## src/inc/pcc_pkg.sv

```systemverilog
`default_nettype none
package pcc_pkg;
  localparam logic [7:0] CMD_OFFSET = 8'h04;
  localparam int BIT_IO = 0;
  localparam int BIT_MEM = 1;
  localparam int BIT_MASTER = 2;
  localparam int BIT_SPECIAL = 3;
  localparam int BIT_MWI = 4;
  localparam int BIT_SNOOP = 5;
  localparam int BIT_PARITY = 6;
  localparam int BIT_STEP = 7;
  localparam int BIT_SERR = 8;
  localparam int BIT_FBB = 9;
  localparam int BIT_DPE = 15;
  localparam logic [15:0] CMD_RESET = 16'h0000;
  // Writable bits of the command register
  localparam logic [15:0] CMD_WMASK = 16'h0357;
  // Fixed values of the non-writable bits
  localparam logic [15:0] CMD_FIXED = 16'h0000;

  typedef struct packed {
    logic valid;
    logic write;
    logic [7:0] offset;
    logic [1:0] byteEn;
    logic [15:0] data;
  } pcc_cfg_s;

  typedef struct packed {
    logic memSpaceHit;
    logic ioSpaceHit;
    logic specialCycle;
    logic paletteWrite;
    logic masterReq;
    logic masterWantsMwi;
    logic dataParityErr;
    logic addrParityErr;
  } pcc_evt_s;
endpackage
`default_nettype wire

```

## src/rtl/pcc_command_low.sv

```systemverilog
`timescale 1ns/100ps
`default_nettype none
// How it works
// - Stepping bit is fixed; this function never steps, so it reads zero.
// - A function able to both step and not would make it writable, reset one.
// - Parity response one: data parity errors drive the error pin.
// - Parity response zero: error flag still set, no error pin, continue.
// - Parity response bit is implemented and cleared by reset.
// - Outgoing parity is always generated, regardless of checking.
// - Snoop bit zero: palette writes are claimed like any other access.
// - Snoop bit one: palette writes are not claimed but snooped; here the bit is fixed at zero.
// - Write-invalidate bit zero: master uses plain memory write.
// - Write-invalidate bit one: master may use write and invalidate.
// - Special cycle bit zero: every special cycle is ignored.
// - Special cycle bit one: special cycles may be monitored; here the bit is fixed at zero.
// - Master bit zero: no own bus transaction is started.
// - Master bit one: the bus may be requested as initiator.
// - Memory accesses answered only while memory enable is one.
// - I/O accesses answered only while I/O enable is one.
// - Command register at 04h; all zeros leaves only configuration access.
// - Address parity errors reach system error only if both enables set.
module pcc_command_low
  import pcc_pkg::*;
(
  input wire logic clk,
  input wire logic rst_n,
  input wire logic clkEn,
  input wire pcc_cfg_s cfgReq,
  input wire logic [31:0] txData,
  input wire logic [3:0] txByteEnN,
  input wire logic clearDpe,
  input wire pcc_evt_s evt,
  output logic [15:0] cfgRdata,
  output logic cfgRvalid,
  output logic memClaim,
  output logic ioClaim,
  output logic paletteSnoop,
  output logic specialAccept,
  output logic masterGrantOk,
  output logic useMwi,
  output logic parityOut,
  output logic parityErrN,
  output logic systemErrN,
  output logic detectedParityErr
);
  logic rstMeta, rstSync;
  always_ff @(posedge clk or negedge rst_n) begin
    if (!rst_n) begin
      rstMeta <= 1'b0;
      rstSync <= 1'b0;
    end else begin
      rstMeta <= 1'b1;
      rstSync <= rstMeta;
    end
  end

  logic [15:0] cmd_q, cmd_d, rd_q, rd_d;
  logic rv_q, rv_d, dpe_q, dpe_d, perrN_q, perrN_d, serrN_q, serrN_d;
  logic mem_q, mem_d, io_q, io_d, snp_q, snp_d, sc_q, sc_d;
  logic bm_q, bm_d, mwi_q, mwi_d, par_q, par_d;
  logic hit;
  logic [15:0] wmask;

  always_comb begin
    hit = cfgReq.valid && (cfgReq.offset == CMD_OFFSET);
    wmask = CMD_WMASK & {{8{cfgReq.byteEn[1]}}, {8{cfgReq.byteEn[0]}}};
    cmd_d = cmd_q;
    if (hit && cfgReq.write) begin
      cmd_d = (cmd_q & ~wmask) | (cfgReq.data & wmask);
    end
    cmd_d = (cmd_d & CMD_WMASK) | CMD_FIXED;
    rv_d = hit && !cfgReq.write;
    rd_d = rv_d ? ((cmd_q & CMD_WMASK) | CMD_FIXED) : 16'h0000;
    dpe_d = dpe_q;
    if (clearDpe) begin
      dpe_d = 1'b0;
    end
    if (evt.dataParityErr || evt.addrParityErr) begin
      dpe_d = 1'b1;
    end
    perrN_d = !(evt.dataParityErr && cmd_q[BIT_PARITY]);
    serrN_d = !(evt.addrParityErr && cmd_q[BIT_SERR]
                && cmd_q[BIT_PARITY]);
    io_d = evt.ioSpaceHit && cmd_q[BIT_IO];
    snp_d = evt.paletteWrite && cmd_q[BIT_SNOOP];
    mem_d = evt.memSpaceHit && cmd_q[BIT_MEM]
            && !(evt.paletteWrite && cmd_q[BIT_SNOOP]);
    sc_d = evt.specialCycle && cmd_q[BIT_SPECIAL];
    bm_d = evt.masterReq && cmd_q[BIT_MASTER];
    mwi_d = evt.masterWantsMwi && cmd_q[BIT_MASTER]
            && cmd_q[BIT_MWI];
    par_d = ^{txData, txByteEnN};
  end

  always_ff @(posedge clk or negedge rstSync) begin
    if (!rstSync) begin
      cmd_q <= CMD_RESET;
      rd_q <= 16'h0000;
      rv_q <= 1'b0;
      dpe_q <= 1'b0;
      perrN_q <= 1'b1;
      serrN_q <= 1'b1;
      mem_q <= 1'b0;
      io_q <= 1'b0;
      snp_q <= 1'b0;
      sc_q <= 1'b0;
      bm_q <= 1'b0;
      mwi_q <= 1'b0;
      par_q <= 1'b0;
    end else if (clkEn) begin
      cmd_q <= cmd_d;
      rd_q <= rd_d;
      rv_q <= rv_d;
      dpe_q <= dpe_d;
      perrN_q <= perrN_d;
      serrN_q <= serrN_d;
      mem_q <= mem_d;
      io_q <= io_d;
      snp_q <= snp_d;
      sc_q <= sc_d;
      bm_q <= bm_d;
      mwi_q <= mwi_d;
      par_q <= par_d;
    end
  end

  assign cfgRdata = rd_q;
  assign cfgRvalid = rv_q;
  assign memClaim = mem_q;
  assign ioClaim = io_q;
  assign paletteSnoop = snp_q;
  assign specialAccept = sc_q;
  assign masterGrantOk = bm_q;
  assign useMwi = mwi_q;
  assign parityOut = par_q;
  assign parityErrN = perrN_q;
  assign systemErrN = serrN_q;
  assign detectedParityErr = dpe_q;
endmodule
`default_nettype wire

```

## config.mk

```make
export PLATFORM = sky130hd
export DESIGN_NAME = pcc_command_low
export DESIGN_NICKNAME = d
export VERILOG_FILES = /design/src/inc/pcc_pkg.sv /design/src/rtl/pcc_command_low.sv
export SDC_FILE = /design/constraint.sdc
export NUM_CORES = 1
export LEC_CHECK = 0
export BUFFER_PORTS_ARGS = -buffer_cell sky130_fd_sc_hd__buf_2
export CORE_MARGIN = 4
export CORE_UTILIZATION = 35
export DETAILED_ROUTE_END_ITERATION = 6
export PLACE_DENSITY = 0.87
export REMOVE_ABC_BUFFERS = 1
export SLEW_MARGIN = 40
export SYNTH_ARGS = -nofsm -noshare
export SYNTH_HDL_FRONTEND = slang
export SYNTH_SLANG_ARGS = --single-unit
```

## constraint.sdc

```tcl
create_clock -name clk -period 0.8 [get_ports clk]
set_input_delay 0.08 -clock clk [delete_from_list [all_inputs] [get_ports clk]]
set_output_delay 0.08 -clock clk [all_outputs]
set_load 0.03 [all_outputs]
```

After elaboration in Yosys (flattened, before gate mapping)
Cells that the tools add are included.
{"block": "classes", "eq_ne": 1, "mux": 3, "n_bitwise": 4, "n_reduce_logical": 19}
{"operator": "XOR reduction 36 bit", "n": 1}
{"operator": "AND 10 bit", "n": 2}
{"operator": "logical AND 1 bit", "n": 11}
{"operator": "two-way mux 10 bit", "n": 1}
{"operator": "NOT 10 bit", "n": 1}
{"operator": "bitwise OR 10 bit", "n": 1}
{"operator": "== test 8 x 3 -> 1 bit, second input constant", "n": 1}
{"operator": "AND reduction 2 bit", "n": 2}
{"operator": "logical NOT 1 bit", "n": 3}
{"operator": "two-way mux 1 bit", "n": 2}
{"operator": "nonzero test 2 bit", "n": 1}
{"operator": "logical OR 1 bit", "n": 1}
{"block": "word_totals", "ff_bits": 34, "in_bits": 76, "output_inout_bits": 27, "word_cells": 40}

Depth between registers and ports, before layout
{"block": "depth", "word_depth": 4, "mapped_depth": 6, "depth_no_buf": 6}

Least setup slack after synthesis
Ideal clock, no wire load.
{"block": "synth_path", "path_kind": "in2reg", "startpoint": "input port txData[26]", "endpoint": "register par_q, in the netlist parityOut", "arrival_time_ns": 1.144, "slack_ns": -0.479, "stages": 6, "path_buffers": 0, "path_cell_list": "xnor2_1 > xnor2_1 > xnor2_1 > xnor3_1 > xnor2_1 > a21oi_1"}
{"block": "synth_between", "elab_chain_cells": 1}
{"element": "from (decl)", "line_no": "pcc_command_low.sv:29", "text": "input wire logic [31:0] txData,"}
{"element": "XOR reduction 36 bit", "line_no": "pcc_command_low.sv:92", "text": "par_d = ^{txData, txByteEnN};"}
{"element": "to (signal assigned)", "line_no": "pcc_command_low.sv:123", "text": "par_q <= par_d;"}
{"element": "to (decl)", "line_no": "pcc_command_low.sv:60", "text": "logic bm_q, bm_d, mwi_q, mwi_d, par_q, par_d;"}
No other way between the ends.
A chain may end at the register's enable or synchronous reset.

Worst setup path after layout
{"block": "layout_path", "startpoint": "input port txByteEnN[3]", "endpoint": "register par_q, in the netlist parityOut"}
{"block": "layout_between", "elab_chain_cells": 1}
{"element": "from (decl)", "line_no": "pcc_command_low.sv:30", "text": "input wire logic [3:0] txByteEnN,"}
{"element": "XOR reduction 36 bit", "line_no": "pcc_command_low.sv:92"}
No other way between the ends.

==> metrics.md <==
| Metric | Value |
|---|---|
| Top flip-flop cell by instance count after synthesis | dfrtp_1 |
| GPL Wtd Cong | 0.755 |
| Worst-path fanout max | 1 |
| Worst IR Drop VDD | 0.918 mV |
| Routed wire length | 3.68 mm |
| Part of the total power dissipated in combinational logic | 36.5% |
| Syn. warnings | 0 |
| Crit path DAT | 1.37 ns |
| Net switching power of the design | 0.910 mW |
| Via count of the routed design | 1213 |
| Number of antenna cells inserted | 0 |
| X dimension of the die | 69.8 microns |
| Clock share of power | 22.2% |
| Height of the chip | 69.8 microns |
| Clock transition at the registers of the reported paths | 0.08 ns |
| Internal Pwr Total | 2.32 mW |
| Standby leakage power | 1.17 nW |
| Average wire per standard cell | 13.7 microns |
| Number of remaining DRC errors | 0 |
| Worst setup slack after layout | -0.421 ns |
| Clock Tree Buf Depth | 2 |
| H-tree depth reported by CTS | 1 |
| Total clock buffers created by CTS | 3 |
| Total number of placement rows | 22 |
| Unrepaired setup endpoints after global routing | yes |
| Final ANT Viol Nets | 0 |
| Pwr/cell area | 1400 mW/mm^2 |
| Worst hold slack after final layout | 0.0411 ns |
| Hold-critical path depth | 2 |
| Share of cells above drive strength 1 | 57.3% |
| GRT Residual Overflow | 0 |
| Routed via count divided by cell count | 4.53 |
| Max-cap viol count | 0 |
| Critical Path Source Type | primary input |
| Depth of the worst register-to-register path | 2 |
| Worst clock skew | 0.00446 ns |
| Initial core utilization | 36.2% |
| Number of enable-type register cells in the synthesized netlist | 0 |
| Type of the worst min-delay path | in -> reg |
| Count of unique library cells instantiated by Yosys | 23 |
| Final clock period utilization by the worst path | 153% |
| Fraction of the yosys area taken by sequential cells | 47.0% |
| Full die area | 0.00487 sq mm |
| Total half-perimeter wirelength after legalization and detailed placement | 2.62 mm |
| Via count of the first global-routing pass | 1216 |
| Total standard cell area after synthesis | 0.00134 sq mm |
| Clock tree from TritonCTS | done |
| First-pass GRT wire length | 5.19 mm |
| Number of setup violations in the final report | 34 |
| Reg-to-Reg Start | cfgRdata[6] |
| Fmax | 819 MHz |
| Flip-flop and latch count after synthesis | 25 |
| Synthesized area divided by synthesized cell count | 11.1 sq um |
| Layout-stage area growth over the synthesis result | 72.9% |
| Initial DRT Pass Iterations | 4 |
| Final #Nets | 297 |
| GRT Overall Usage | 13.3% |
| RR Endpoint | cfgRdata[6] |
| Register-to-Register Setup Slack | -0.06 ns |
| Pin count of the biggest net entering global routing | 19 |
| Switching Share | 28.1% |
| Number of sinks handled by clock tree synthesis | 25 |
| Shortest clock period the worst path allows after layout | 1.22 ns |
| Hold Startpoint | cfgReq[8] |
| # port buffers | 80 |
| Post-synth ARST share | 100% |
| Run status | finished with violations |
| Crit path capture type | register |
| Number of antenna violations at the first check in global routing | 0 |
| Failing checks | negative setup slack |
| Worst-case setup slack after placement | -0.654 ns |
| Core area | 0.00369 sq mm |
| CP Class | in -> reg |
| Number of hold violations in the final report | 0 |
| Clk Latency, worst-skew pair | 0.27 ns |
| Clock root cell | clkbuf_8 |
| Relative contribution of sequential cells to total power | 41.2% |
| I/O pins | 103 |
| Iteration-0 DRC Markers | 36 |
| CP Data Required Time | 0.95 ns |
| Final-report max-slew violation count | 0 |
| Gate Count Post-Synth | 120 |
==> synthesized netlist by cell type, types with 2 or more instances <==
master     n  share of area (%)
xnor2_1   30                 20
dfrtp_1   23                 43
buf_4     11                6.2
a22o_1     7                4.6
mux2_2     7                5.9
inv_1      6                1.7
nand2_1    5                1.4
nor2_1     5                1.4
o21ai_0    5                1.9
nand3_1    3                1.1
xor2_1     3                2.0
clkbuf_1   2               0.56
conb_1     2               0.56
dfstp_2    2                3.9
==> worst max-delay path by stage <==
stage	start	end	slack, ns	cells after the start
after floorplan	txData[26]	parityOut	-0.47	6
after global placement	txData[26]	parityOut	-0.63	7
after detailed placement	txData[26]	parityOut	-0.65	7
after CTS	txData[13]	parityOut	-0.35	7
after global routing	txByteEnN[3]	parityOut	-0.50	7
final	txByteEnN[3]	parityOut	-0.42	7
==> power by group through the flow <==
stage | logic (mW) | registers, mW | clock network [mW]
after floorplan | 0.597 | 1.43 | 0
after global placement | 0.937 | 1.35 | 0
after detailed placement | 0.957 | 1.35 | 0
after CTS | 1.05 | 1.33 | 0.743
after global routing | 1.26 | 1.34 | 0.779
final | 1.18 | 1.33 | 0.719
==> logic make-up after synthesis <==
group	share of synthesized area (%)
AO/OA/AOI/OAI	8.52
buffers and inverters	8.43
flip-flops	47.0
other	0.562
multiplexers	5.90
XOR/XNOR	23.3
AND/OR/NAND/NOR	6.27
==> critical path: stages <==
cell,delay [ns]
buf_2,0.11
xnor2_2,0.13
xnor2_1,0.23
xnor2_1,0.18
xnor3_1,0.36
xnor2_1,0.18
a21oi_1,0.09
==> layer usage <==
layer	vias up	GRT usage, %	share of wire, %
li1	574	-	-
met4	0	5.74	2.8
met1	583	13.2	32
met5	-	0	0
met2	46	26.3	60
met3	10	2.32	5.7
==> area by class of cell <==
| class | count | area (sq um) |
|---|---|---|
| Sequential cell | 25 | 628 |
| Timing Repair Buffer | 99 | 783 |
| Multi-Input combinational cell | 86 | 772 |
| Clock buffer | 4 | 45.0 |
| Inverter | 6 | 22.5 |
| Fill cell | 297 | 1380 |
| Tap cell | 48 | 60.1 |
==> what timing repair did <==
action | 4_1_cts | 5_1_grt
gates resized for setup | 45 | 30
hold endpoints to repair | 4 | 0
pin swaps | 11 | 19
setup endpoints to repair | 33 | 36
hold buffers | 3 | 0
buffers inserted | 7 | 4
==> cells in the final DEF, fill, tap and decap left out <==
master	instances
a31oi_1	1
nand2_2	2
nand4b_1	1
a41oi_1	1
nand3_1	3
inv_1	6
conb_1	12
dlygate4sd3_1	3
xor2_1	2
dfstp_2	2
buf_6	38
a22o_1	7
nor2_1	3
nor2_2	1
buf_2	44
xnor3_1	1
a21o_1	1
nor2_4	1
xor2_2	1
xnor2_4	1
nand4_1	1
nand2_1	3
nor4bb_1	1
clkbuf_8	3
mux2_2	7
clkbuf_1	1
dfrtp_1	23
o21ai_0	5
xnor2_1	18
xnor2_2	11
a21oi_1	1
nor4_4	1
buf_4	14
==> per-stage QoR <==
stage | TNS, ns | total power [mW] | cells | instance area [sq um] | utilization, %
finish | -4.62 | 3.23 | 268 | 2310 | 62.7
global route | -6.09 | 3.38 | 268 | 2310 | 62.7
CTS | -4.89 | 3.12 | 264 | 2090 | 56.6
detailed placement | -8.15 | 2.31 | 250 | 1780 | 48.3
global placement | -7.18 | 2.29 | 250 | 1780 | 48.3
floorplan | -4.36 | 2.02 | 117 | 1280 | -
No activity file was read; power rests on OpenSTA's default activity.
